<file path="src/pkg/bcp_pkg.sv">
/*
  bcp_pkg: constants, types and register layout for the battery charger
  and power path control block.
  assumes: a 100 MHz ref_clk; comparator results arrive asynchronously.
*/
package bcp_pkg;

  // clock rate and detection timing
  localparam int unsigned CLK_HZ = 100_000_000;
  localparam int unsigned DET_TIME_US = 500;
  localparam int unsigned DET_CYCLES = DET_TIME_US * (CLK_HZ / 1_000_000);

  // safety timer: one tick per this many cycles at full rate
  localparam int unsigned TMR_TICK_CYCLES = 100_000;

  // power_path_control register
  localparam logic [7:0] POWER_PATH_CONTROL_OFFSET = 8'h01;
  localparam logic [7:0] POWER_PATH_CONTROL_RESET = 8'h00;
  localparam int unsigned POWER_PATH_CONTROL_ADSINK_BIT = 1;
  localparam int unsigned POWER_PATH_CONTROL_USB_SINK_DISABLE_BIT = 0;

  // termination threshold select default: 7.5 percent
  localparam logic [1:0] TERM_SEL_RESET = 2'h2;

  // comparator inputs, all raw and asynchronous
  typedef struct packed {
    logic ac_above_uvlo_rise;  // ac above 4.3 V
    logic usb_above_uvlo_rise; // usb above 4.3 V
    logic ac_above_fixed;      // ac above 4.1 V
    logic ac_above_bat_hi;     // ac over battery by 190 mV
    logic ac_above_bat_lo;     // ac over battery by 125 mV
    logic usb_above_bat_hi;
    logic usb_above_bat_lo;
    logic bat_above_short;     // battery above 1.5 V
    logic bat_above_uvlo;      // battery good
    logic bat_above_sc;        // short_circuit_threshold
    logic bat_above_lowv;      // precharge_exit_threshold
    logic bat_above_rch;       // recharge_threshold
    logic bat_at_oreg;         // regulation_voltage reached
    logic i_below_term;        // current below termination level
    logic input_limit_loop;    // input-limit loop active
    logic thermal_loop;        // thermal loop active
  } bcp_comp_t;

  localparam int unsigned COMP_W = $bits(bcp_comp_t);

  // software controls
  typedef struct packed {
    logic charger_enable;
    logic termination_enable;
    logic safety_timer_enable;
    logic dynamic_timer_enable;
    logic charger_reset;       // one-cycle pulse
    logic path_off;            // power path blocked, e.g. off state
    logic [1:0] termination_threshold_sel;
    logic [15:0] precharge_ticks;
    logic [15:0] fast_charge_ticks;
  } bcp_ctrl_t;

  typedef enum logic [1:0] {
    SRC_BAT,
    SRC_AC,
    SRC_USB
  } bcp_src_t;

  typedef enum {
    CHG_IDLE,
    CHG_SHORT_TEST,
    CHG_PRE,
    CHG_FAST,
    CHG_CV,
    CHG_DONE,
    CHG_DET_SINK,
    CHG_DET_SRC,
    CHG_DET_SINK2,
    CHG_FAULT
  } bcp_chg_state_t;

endpackage

</file>
<file path="src/rtl/bcp_top.sv">
/*
  bcp_top: supply selection, discharge sinks, charge sequencing, battery
  detection and safety timers of a single-cell charger.
  assumes: the analog loops and comparators sit outside; register writes
  arrive on a simple write strobe at the documented register offset.
*/
// Contract
// - pick adapter, then usb, then battery
// - dead or absent battery: valid above 4.3 V
// - shorted battery: adapter under 4.1 V moves to usb
// - dead battery: adapter kept once selected
// - good battery: 190 mV present, 125 mV absent
// - battery feeds system otherwise or when blocked
// - sink on the input that is absent
// - sink bits 11b force both sinks off
// - short test before charging starts
// - pre-charge, fast charge, then constant voltage
// - termination sets termination flag
// - no termination while limit loops active
// - half-rate timer when current reduced
// - charger off below selectable termination threshold
// - termination on at reset; off skips detection
// - recharge threshold starts detection sink test
// - removal then source test for insertion
// - rise then sink test, repeat until found
// - removal raises battery temperature error flag
// - separate pre and fast timers, enable bit
// - timers off while termination disabled
// - half-rate on after reset, bit clears it
// - rising supply, reset bit, recharge clear faults
module bcp_top #(
  parameter int unsigned DET_CYCLES = bcp_pkg::DET_CYCLES,
  parameter int unsigned TICK_CYCLES = bcp_pkg::TMR_TICK_CYCLES
) (
  input wire logic ref_clk,
  input wire logic rst_n,
  input wire bcp_pkg::bcp_comp_t comp_in,
  input wire bcp_pkg::bcp_ctrl_t ctrl,
  input wire logic reg_wr,
  input wire logic [7:0] reg_addr,
  input wire logic [7:0] reg_wdata,
  output logic [7:0] reg_rdata,
  output bcp_pkg::bcp_src_t sys_source,
  output logic ac_sink_en,
  output logic usb_sink_en,
  output logic charge_on,
  output logic precharge_current,
  output logic detection_sink_current,
  output logic termination_flag,
  output logic battery_temp_error,
  output logic precharge_timeout_flag,
  output logic fast_charge_timeout_flag,
  output logic timer_half_rate
);

  // refuse counts the counters cannot serve, at elaboration
  if (DET_CYCLES < 1 || TICK_CYCLES < 2) begin : g_bad_counts
    $error("bcp_top: detection and tick counts must be at least 1 and 2");
  end

  bcp_pkg::bcp_comp_t cs;
  logic [7:0] power_path_control_reg;
  bcp_pkg::bcp_src_t src_reg;
  bcp_pkg::bcp_src_t src_next;
  bcp_pkg::bcp_chg_state_t st_reg;
  bcp_pkg::bcp_chg_state_t st_next;
  logic ac_ok;
  logic usb_ok;
  logic ac_ok_d_reg;
  logic usb_ok_d_reg;
  logic supply_rise;
  logic ac_latched_reg;
  logic [31:0] det_cnt_reg;
  logic det_done;
  logic [31:0] tick_cnt_reg;
  logic tick;
  logic [15:0] tmr_reg;
  logic loops_active;
  logic timers_on;
  logic restart;

  // comparator results are asynchronous to ref_clk
  bcp_sync #(.WIDTH(bcp_pkg::COMP_W)) u_sync (
    .ref_clk(ref_clk),
    .rst_n(rst_n),
    .async_in(comp_in),
    .sync_out(cs)
  );

  // input validity depends on the battery case
  always_comb begin
    if (cs.bat_above_uvlo) begin
      // hysteresis is done by the two comparators plus held state
      ac_ok = cs.ac_above_bat_hi || (ac_ok_d_reg && cs.ac_above_bat_lo);
      usb_ok = cs.usb_above_bat_hi || (usb_ok_d_reg && cs.usb_above_bat_lo);
    end else begin
      ac_ok = cs.ac_above_uvlo_rise || ac_ok_d_reg;
      usb_ok = cs.usb_above_uvlo_rise || usb_ok_d_reg;
      // shorted battery drops the adapter below the fixed threshold
      if (!cs.ac_above_fixed && !(cs.bat_above_short && ac_latched_reg)) begin
        ac_ok = 1'b0;
      end
    end
  end

  // previous validity for hysteresis and rising-edge detection
  always_ff @(posedge ref_clk or negedge rst_n) begin
    if (!rst_n) begin
      ac_ok_d_reg <= 1'b0;
      usb_ok_d_reg <= 1'b0;
    end else begin
      ac_ok_d_reg <= ac_ok;
      usb_ok_d_reg <= usb_ok;
    end
  end

  assign supply_rise = (ac_ok && !ac_ok_d_reg) || (usb_ok && !usb_ok_d_reg);

  // adapter priority, then usb, then battery
  always_comb begin
    if (ctrl.path_off) begin
      src_next = bcp_pkg::SRC_BAT;
    end else if (ac_ok) begin
      src_next = bcp_pkg::SRC_AC;
    end else if (usb_ok) begin
      src_next = bcp_pkg::SRC_USB;
    end else begin
      src_next = bcp_pkg::SRC_BAT;
    end
  end

  // dead battery keeps adapter once chosen
  always_ff @(posedge ref_clk or negedge rst_n) begin
    if (!rst_n) begin
      src_reg <= bcp_pkg::SRC_BAT;
      ac_latched_reg <= 1'b0;
    end else begin
      src_reg <= src_next;
      if (!ac_ok) begin
        ac_latched_reg <= 1'b0;
      end else if (src_next == bcp_pkg::SRC_AC) begin
        ac_latched_reg <= 1'b1;
      end
    end
  end

  assign sys_source = src_reg;

  // power path register on its documented offset
  always_ff @(posedge ref_clk or negedge rst_n) begin
    if (!rst_n) begin
      power_path_control_reg <= bcp_pkg::POWER_PATH_CONTROL_RESET;
    end else if (reg_wr && reg_addr == bcp_pkg::POWER_PATH_CONTROL_OFFSET) begin
      power_path_control_reg <= reg_wdata;
    end
  end

  // reads of any other offset return zero
  always_comb begin
    if (reg_addr == bcp_pkg::POWER_PATH_CONTROL_OFFSET) begin
      reg_rdata = power_path_control_reg;
    end else begin
      reg_rdata = 8'h00;
    end
  end

  // sinks pull down the absent input; mixed codes honoured per bit
  always_ff @(posedge ref_clk or negedge rst_n) begin
    if (!rst_n) begin
      ac_sink_en <= 1'b0;
      usb_sink_en <= 1'b0;
    end else begin
      ac_sink_en <= usb_ok && !ac_ok
        && !power_path_control_reg[bcp_pkg::POWER_PATH_CONTROL_ADSINK_BIT];
      usb_sink_en <= ac_ok && !usb_ok
        && !power_path_control_reg[bcp_pkg::POWER_PATH_CONTROL_USB_SINK_DISABLE_BIT];
    end
  end

  // detection time counter, restarted on every state change
  always_ff @(posedge ref_clk or negedge rst_n) begin
    if (!rst_n) begin
      det_cnt_reg <= '0;
    end else if (st_next != st_reg) begin
      det_cnt_reg <= '0;
    end else if (!det_done) begin
      det_cnt_reg <= det_cnt_reg + 32'h1;
    end
  end

  assign det_done = det_cnt_reg >= DET_CYCLES - 1;

  assign loops_active = cs.input_limit_loop || cs.thermal_loop;
  assign timers_on = ctrl.safety_timer_enable && ctrl.termination_enable;
  assign timer_half_rate = ctrl.dynamic_timer_enable
    && (loops_active || src_reg == bcp_pkg::SRC_BAT);
  assign restart = supply_rise || ctrl.charger_reset;

  // timer prescaler; half rate needs twice the cycles per tick
  always_ff @(posedge ref_clk or negedge rst_n) begin
    if (!rst_n) begin
      tick_cnt_reg <= '0;
    end else if (tick || st_next != st_reg) begin
      tick_cnt_reg <= '0;
    end else begin
      tick_cnt_reg <= tick_cnt_reg + 32'h1;
    end
  end

  assign tick = timer_half_rate ? (tick_cnt_reg >= 2 * TICK_CYCLES - 1)
    : (tick_cnt_reg >= TICK_CYCLES - 1);

  // phase timer counts ticks within pre-charge or fast charge
  always_ff @(posedge ref_clk or negedge rst_n) begin
    if (!rst_n) begin
      tmr_reg <= '0;
    end else if (st_next != st_reg) begin
      tmr_reg <= '0;
    end else if (tick && timers_on) begin
      tmr_reg <= tmr_reg + 16'h1;
    end
  end

  // charge sequencer
  always_comb begin
    st_next = st_reg;
    case (st_reg)
      bcp_pkg::CHG_IDLE: begin
        if (ctrl.charger_enable && src_reg != bcp_pkg::SRC_BAT) begin
          st_next = bcp_pkg::CHG_SHORT_TEST;
        end
      end
      bcp_pkg::CHG_SHORT_TEST: begin
        if (cs.bat_above_sc) begin
          st_next = bcp_pkg::CHG_PRE;
        end
      end
      bcp_pkg::CHG_PRE: begin
        if (cs.bat_above_lowv) begin
          st_next = bcp_pkg::CHG_FAST;
        end else if (timers_on && tmr_reg >= ctrl.precharge_ticks) begin
          st_next = bcp_pkg::CHG_FAULT;
        end
      end
      bcp_pkg::CHG_FAST: begin
        if (cs.bat_at_oreg) begin
          st_next = bcp_pkg::CHG_CV;
        end else if (timers_on && tmr_reg >= ctrl.fast_charge_ticks) begin
          st_next = bcp_pkg::CHG_FAULT;
        end
      end
      bcp_pkg::CHG_CV: begin
        if (ctrl.termination_enable && cs.i_below_term && !loops_active) begin
          st_next = bcp_pkg::CHG_DONE;
        end else if (timers_on && tmr_reg >= ctrl.fast_charge_ticks) begin
          st_next = bcp_pkg::CHG_FAULT;
        end
      end
      bcp_pkg::CHG_DONE: begin
        if (!cs.bat_above_rch && ctrl.termination_enable) begin
          st_next = bcp_pkg::CHG_DET_SINK;
        end
      end
      bcp_pkg::CHG_DET_SINK: begin
        if (!cs.bat_above_lowv) begin
          st_next = bcp_pkg::CHG_DET_SRC;
        end else if (det_done) begin
          st_next = ctrl.charger_enable ? bcp_pkg::CHG_PRE : bcp_pkg::CHG_IDLE;
        end
      end
      bcp_pkg::CHG_DET_SRC: begin
        if (cs.bat_above_rch) begin
          st_next = bcp_pkg::CHG_DET_SINK2;
        end else if (det_done) begin
          st_next = bcp_pkg::CHG_PRE;
        end
      end
      bcp_pkg::CHG_DET_SINK2: begin
        if (!cs.bat_above_lowv) begin
          st_next = bcp_pkg::CHG_DET_SRC;
        end else if (det_done) begin
          st_next = bcp_pkg::CHG_PRE;
        end
      end
      bcp_pkg::CHG_FAULT: begin
        if (restart || !cs.bat_above_rch) begin
          st_next = bcp_pkg::CHG_IDLE;
        end
      end
      default: begin
        st_next = bcp_pkg::CHG_IDLE;
      end
    endcase
    // disable wins everywhere; reset bit restarts a cycle
    if (!ctrl.charger_enable) begin
      st_next = bcp_pkg::CHG_IDLE;
    end else if (restart && st_reg != bcp_pkg::CHG_FAULT) begin
      st_next = bcp_pkg::CHG_IDLE;
    end
  end

  always_ff @(posedge ref_clk or negedge rst_n) begin
    if (!rst_n) begin
      st_reg <= bcp_pkg::CHG_IDLE;
    end else begin
      st_reg <= st_next;
    end
  end

  // drive strobes and flags from the next state
  always_ff @(posedge ref_clk or negedge rst_n) begin
    if (!rst_n) begin
      charge_on <= 1'b0;
      precharge_current <= 1'b0;
      detection_sink_current <= 1'b0;
    end else begin
      charge_on <= st_next == bcp_pkg::CHG_FAST || st_next == bcp_pkg::CHG_CV;
      precharge_current <= st_next == bcp_pkg::CHG_PRE
        || st_next == bcp_pkg::CHG_DET_SRC
        || st_next == bcp_pkg::CHG_SHORT_TEST;
      detection_sink_current <= st_next == bcp_pkg::CHG_DET_SINK
        || st_next == bcp_pkg::CHG_DET_SINK2;
    end
  end

  // sticky status; set wins over clear in the same cycle
  always_ff @(posedge ref_clk or negedge rst_n) begin
    if (!rst_n) begin
      termination_flag <= 1'b0;
      battery_temp_error <= 1'b0;
      precharge_timeout_flag <= 1'b0;
      fast_charge_timeout_flag <= 1'b0;
    end else begin
      if (st_next == bcp_pkg::CHG_DONE && st_reg == bcp_pkg::CHG_CV) begin
        termination_flag <= 1'b1;
      end else if (st_next == bcp_pkg::CHG_PRE) begin
        termination_flag <= 1'b0;
      end
      if (st_next == bcp_pkg::CHG_DET_SRC) begin
        battery_temp_error <= 1'b1;
      end else if (st_next == bcp_pkg::CHG_PRE) begin
        battery_temp_error <= 1'b0;
      end
      if (st_reg == bcp_pkg::CHG_PRE && st_next == bcp_pkg::CHG_FAULT) begin
        precharge_timeout_flag <= 1'b1;
      end else if (st_reg == bcp_pkg::CHG_FAULT && st_next != st_reg) begin
        precharge_timeout_flag <= 1'b0;
      end
      if (st_reg != bcp_pkg::CHG_PRE && st_next == bcp_pkg::CHG_FAULT) begin
        fast_charge_timeout_flag <= 1'b1;
      end else if (st_reg == bcp_pkg::CHG_FAULT && st_next != st_reg) begin
        fast_charge_timeout_flag <= 1'b0;
      end
    end
  end

endmodule

</file>
<file path="src/rtl/bcp_sync.sv">
/*
  bcp_sync: two-flop synchroniser for a bus of independent levels.
  assumes: each bit is a slow level; no bit relation is kept across bits.
*/
module bcp_sync #(
  parameter int unsigned WIDTH = 1
) (
  input wire logic ref_clk,
  input wire logic rst_n,
  input wire logic [WIDTH-1:0] async_in,
  output logic [WIDTH-1:0] sync_out
);

  logic [WIDTH-1:0] meta_reg;

  // first stage feeds only the second stage
  always_ff @(posedge ref_clk or negedge rst_n) begin
    if (!rst_n) begin
      meta_reg <= '0;
      sync_out <= '0;
    end else begin
      meta_reg <= async_in;
      sync_out <= meta_reg;
    end
  end

endmodule

</file>
<file path="config.mk">
export PLATFORM = sky130hd
export DESIGN_NAME = bcp_top
export DESIGN_NICKNAME = d
export VERILOG_FILES = /design/src/pkg/bcp_pkg.sv /design/src/rtl/bcp_top.sv /design/src/rtl/bcp_sync.sv
export SDC_FILE = /design/constraint.sdc
export NUM_CORES = 1
export LEC_CHECK = 0
export BUFFER_PORTS_ARGS = -buffer_cell sky130_fd_sc_hd__buf_2
export CAP_MARGIN = 0
export CORE_ASPECT_RATIO = 0.5
export CORE_MARGIN = 3
export CORE_UTILIZATION = 51
export DETAILED_ROUTE_END_ITERATION = 8
export PLACE_DENSITY = 0.74
export SETUP_SLACK_MARGIN = 0.3
export SLEW_MARGIN = 20
export SYNTH_ARGS = -nofsm -noshare
export SYNTH_HDL_FRONTEND = slang
export SYNTH_SLANG_ARGS = --single-unit
</file>
<file path="constraint.sdc">
create_clock -name ref_clk -period 3 [get_ports ref_clk]
set_clock_uncertainty 0.1 [all_clocks]
set_input_delay 0.45 -clock ref_clk [delete_from_list [all_inputs] [get_ports ref_clk]]
set_output_delay 0.45 -clock ref_clk [all_outputs]
set_load 0.02 [all_outputs]
</file>
==> impl_metrics.tcl <==
set metrics [dict create \
    grt_use_total_pct 22.3 \
    numCtsBuffers 17 \
    final_common_cell "dfrtp_1" \
    die_w_microns 179 \
    clock_sinks 166 \
    layout.cells.non_filler 1136 \
    yosys.cell_types.count 64 \
    max_cap_viol_count 0 \
    path_common_cell "buf_6" \
    main_combinational_cell_family_by_area_after_synthesis "simple AND/OR/NAND/NOR gates" \
    ctsHtreeMaxLevel 4 \
    fp.dieH_microns 92.6 \
    viasPerCell 5.37 \
    grt_start_max_net_pins 65 \
    fin_hold_ws_ps 18.1 \
    ordered_list_of_cells_on_the_worst_path "inv_2 -> ha_4 -> nand2b_1 -> a2111o_1 -> a31oi_2 -> and2_4 -> nor2_2 -> o32a_1 -> a311oi_4 -> buf_6 -> buf_12 -> buf_6 -> and3_1" \
    max_stage_delay_ps 390 \
    synth_mux_area_share_pct 1.57 \
    layout_common_cells "162 x dfrtp_1, 91 x buf_2, 83 x nor2_1" \
    synth_cells 731 \
    antenna_found_initial 0 \
    hold_path.startpoint "comp_in[7]" \
    power_density_nw_per_um2 474 \
    fraction_of_registers_with_async_set_or_reset_after_synthesis_pct 100 \
    synthSimpleGateAreaFrac_pct 20.6 \
    worstSetupPathType "register to register" \
    kind_of_capture_point_of_the_worst_setup_path "register" \
    status "finished with violations" \
    drt-total-wl_microns 18100 \
    grt_first_pass_wirelength_microns 29400 \
    number_of_global_route_vias_before_repair 6106 \
    synth.area.top_cells "dfrtp_1 54%, ha_1 5.7%, nor2_1 4.4%, xnor2_1 3.2%, and3_1 2.5%" \
    final_layout_size_suffix_gt1_share_pct 28.4 \
    insertion_delay_ps 430 \
    ys_ff_latch 166 \
    syn2layout_area_growth_pct 31.8 \
    cp_data_arrival_time_ps 3370 \
    port_buffers 92 \
    place.detailed.hpwl_microns 12400 \
    ff2ff_setup_slack_ps -110 \
    setup_ws_ps -109 \
    synth_compound_area_share_pct 8.99 \
    rr_worst_depth 13 \
    synth-seq-area-share_pct 54.3 \
    drt_first_iter_violations 448 \
    timing.critical_path.fanout_max 10 \
    fin_nets 1041 \
    route.vias.total 6097 \
    post-synth-top-area-fraction_pct 54.3 \
    detail_route.drc_violations 0 \
    cells_after_dpl 1092 \
    worstReg2RegStart "tmr_reg[0]$_DFFE_PN0P_" \
    ir_drop_v 0.000350 \
    critical_path.startpoint "tmr_reg[0]$_DFFE_PN0P_" \
    synth_xor_xnor_area_share_pct 5.16 \
    routed_wire_length_per_instance_microns 15.9 \
    min-delay-path-class "input port to register" \
    netlist.top_cell.by_area "dfrtp_1" \
    synth_edf_count 0 \
    synthesis.area_per_instance_sq_um 10.5 \
    placement_rows 30 \
    clkTransAtPathRegs_ps 80 \
    clock.fmax_mhz 322 \
    core_region_area_sq_um 14100 \
    yosys.area_share.adder_pct 5.73 \
    tightest_slew_ps 610 \
    grt_setup_unrepaired "true" \
    synthesis.area_sq_um 7640 \
    grt_overflow_total 0 \
    whs_path_depth 1 \
    critical_path_source_type "register" \
    initial_core_util_pct 54.3 \
    antenna_cells_inserted 0 \
    finalHoldViolations 0 \
    failed_checks "negative setup slack" \
    fillerInstances 1028 \
    hold_path_end "u_sync.meta_reg[7]$_DFF_PN0_" \
    gp_congestion 0.939 \
    ctsLongestPathBuffers 2 \
    postRouteAntennaNets 0 \
    finalMaxSlewViolations 0 \
    timing.slew.headroom_pct 59.3 \
    period_share_pct 104 \
    worstReg2RegEnd "det_cnt_reg[19]$_DFFE_PN0P_" \
    dieArea_sq_um 16600 \
    firstDrtPassIters 6 \
    root_buffer "clkbuf_16" \
    timing.final.crit_period_ps 3110 \
    cellLeakagePower_nw 4.68 \
    finalSetupViolCount 67 \
    ios 95 \
    synthFlopType "dfrtp_1" \
    cts_tree "yes" \
    endpoint_required_time_on_the_critical_path_ps 3260 \
    cp_max_delay_cell "dfrtp_1" \
    yosysWarnings 0 \
]
## layer usage
metal / up-vias / wire [microns] / track usage [%] / part of all wire [%]
met3: 27 / 958 / 5.04 / 5.3
li1: 2930 / - / - / -
met2: 195 / 8570 / 36.3 / 47
met4: 0 / 276 / 5.27 / 1.5
met1: 2945 / 8310 / 30.8 / 46
met5: - / 0 / 0 / 0
## power breakdown
group	total [W]	internal (W)	switching [W]
Clock	0.00222	0.00115	0.00108
Combinational	0.000221	0.0000870	0.000134
Sequential	0.00233	0.00230	0.0000302
## cell families (layout without fill, tap and decap cells)
logic type / after synthesis / after routing
AOI/OAI and AO/OA: 101 / 101
adders and majority gates: 35 / 35
xor gates and xnor gates: 45 / 45
muxes: 11 / 11
DFF: 166 / 166
other: 1 / 42
buffers and inverters: 69 / 239
and+or+nand+nor: 303 / 305
## metrics by stage
stage	cell area, sq um	util, %	total power (W)	TNS, ps	worst slack, ps
2_1_floorplan	7870	-	0.00245	0	78.6
3_3_place_gp	8950	63.6	0.00257	-10620	-273
3_5_place_dp	8950	63.6	0.00258	-17230	-363
4_1_cts	9790	69.6	0.00481	-3700	-111
5_1_grt	10100	71.6	0.00495	-9960	-194
6_report	10100	71.6	0.00477	-3840	-109
## worst max-delay path: cells and delay by family, from the launching register on
kind                     cells  cell delay [ps]
AND/OR/NAND/NOR              4              570
adder cells (fa/ha/maj)      1              200
flip-flops                   1              390
buffers and inverters        4              530
AO/OA/AOI/OAI                4             1260
## area by class of cell
class	count	area, sq um	share of cell area (%)
Tap cell	192	240	2.38
Sequential cell	166	4160	41.3
Clock inverter	15	198	1.96
Timing Repair Buffer	158	1070	10.6
Multi-Input combinational cell	539	3800	37.7
Clock buffer	17	425	4.22
Inverter	49	186	1.85
## cell usage after synthesis (all sizes together) (2+ instances only)
cell,instances
a211o,2
nor4,26
xnor2,28
o2111ai,2
or4,2
mux2,8
nand3,24
nor2,90
dfrtp,166
or3,7
or2,3
o21ai,19
clkbuf,11
and3,30
mux2i,3
a21o,5
nand4b,2
nand4,17
nand2,43
nor2b,4
nor3,23
o31a,2
and4,8
buf,9
o311ai,2
nand3b,2
o211ai,5
a2111oi,3
xor2,17
o31ai,4
ha,35
and2,12
inv,49
nand2b,4
a211oi,7
a31oi,6
a2111o,2
a21oi,30
## worst max-delay path by stage
stage                                            to  slack (ps)  cells past startpoint
5_1_grt                 det_cnt_reg[31]$_DFFE_PN0P_        -190                     13
3_3_place_gp   fast_charge_timeout_flag$_DFFE_PN0P_        -270                     13
2_1_floorplan             tick_cnt_reg[0]$_DFF_PN0_          80                     11
6_report                det_cnt_reg[19]$_DFFE_PN0P_        -110                     13
4_1_cts        fast_charge_timeout_flag$_DFFE_PN0P_        -110                     12
3_5_place_dp     precharge_timeout_flag$_DFFE_PN0P_        -360                     13
## repair_timing
action	in CTS	in global routing
gates resized for setup	31	44
buffers inserted	2	5
endpoints found under the setup margin	77	77
pin swaps	16	18
endpoints found under the hold margin	61	1
gates cloned	2	1
hold buffers	1	1
Note: power is estimated with default switching activity, not from simulation.
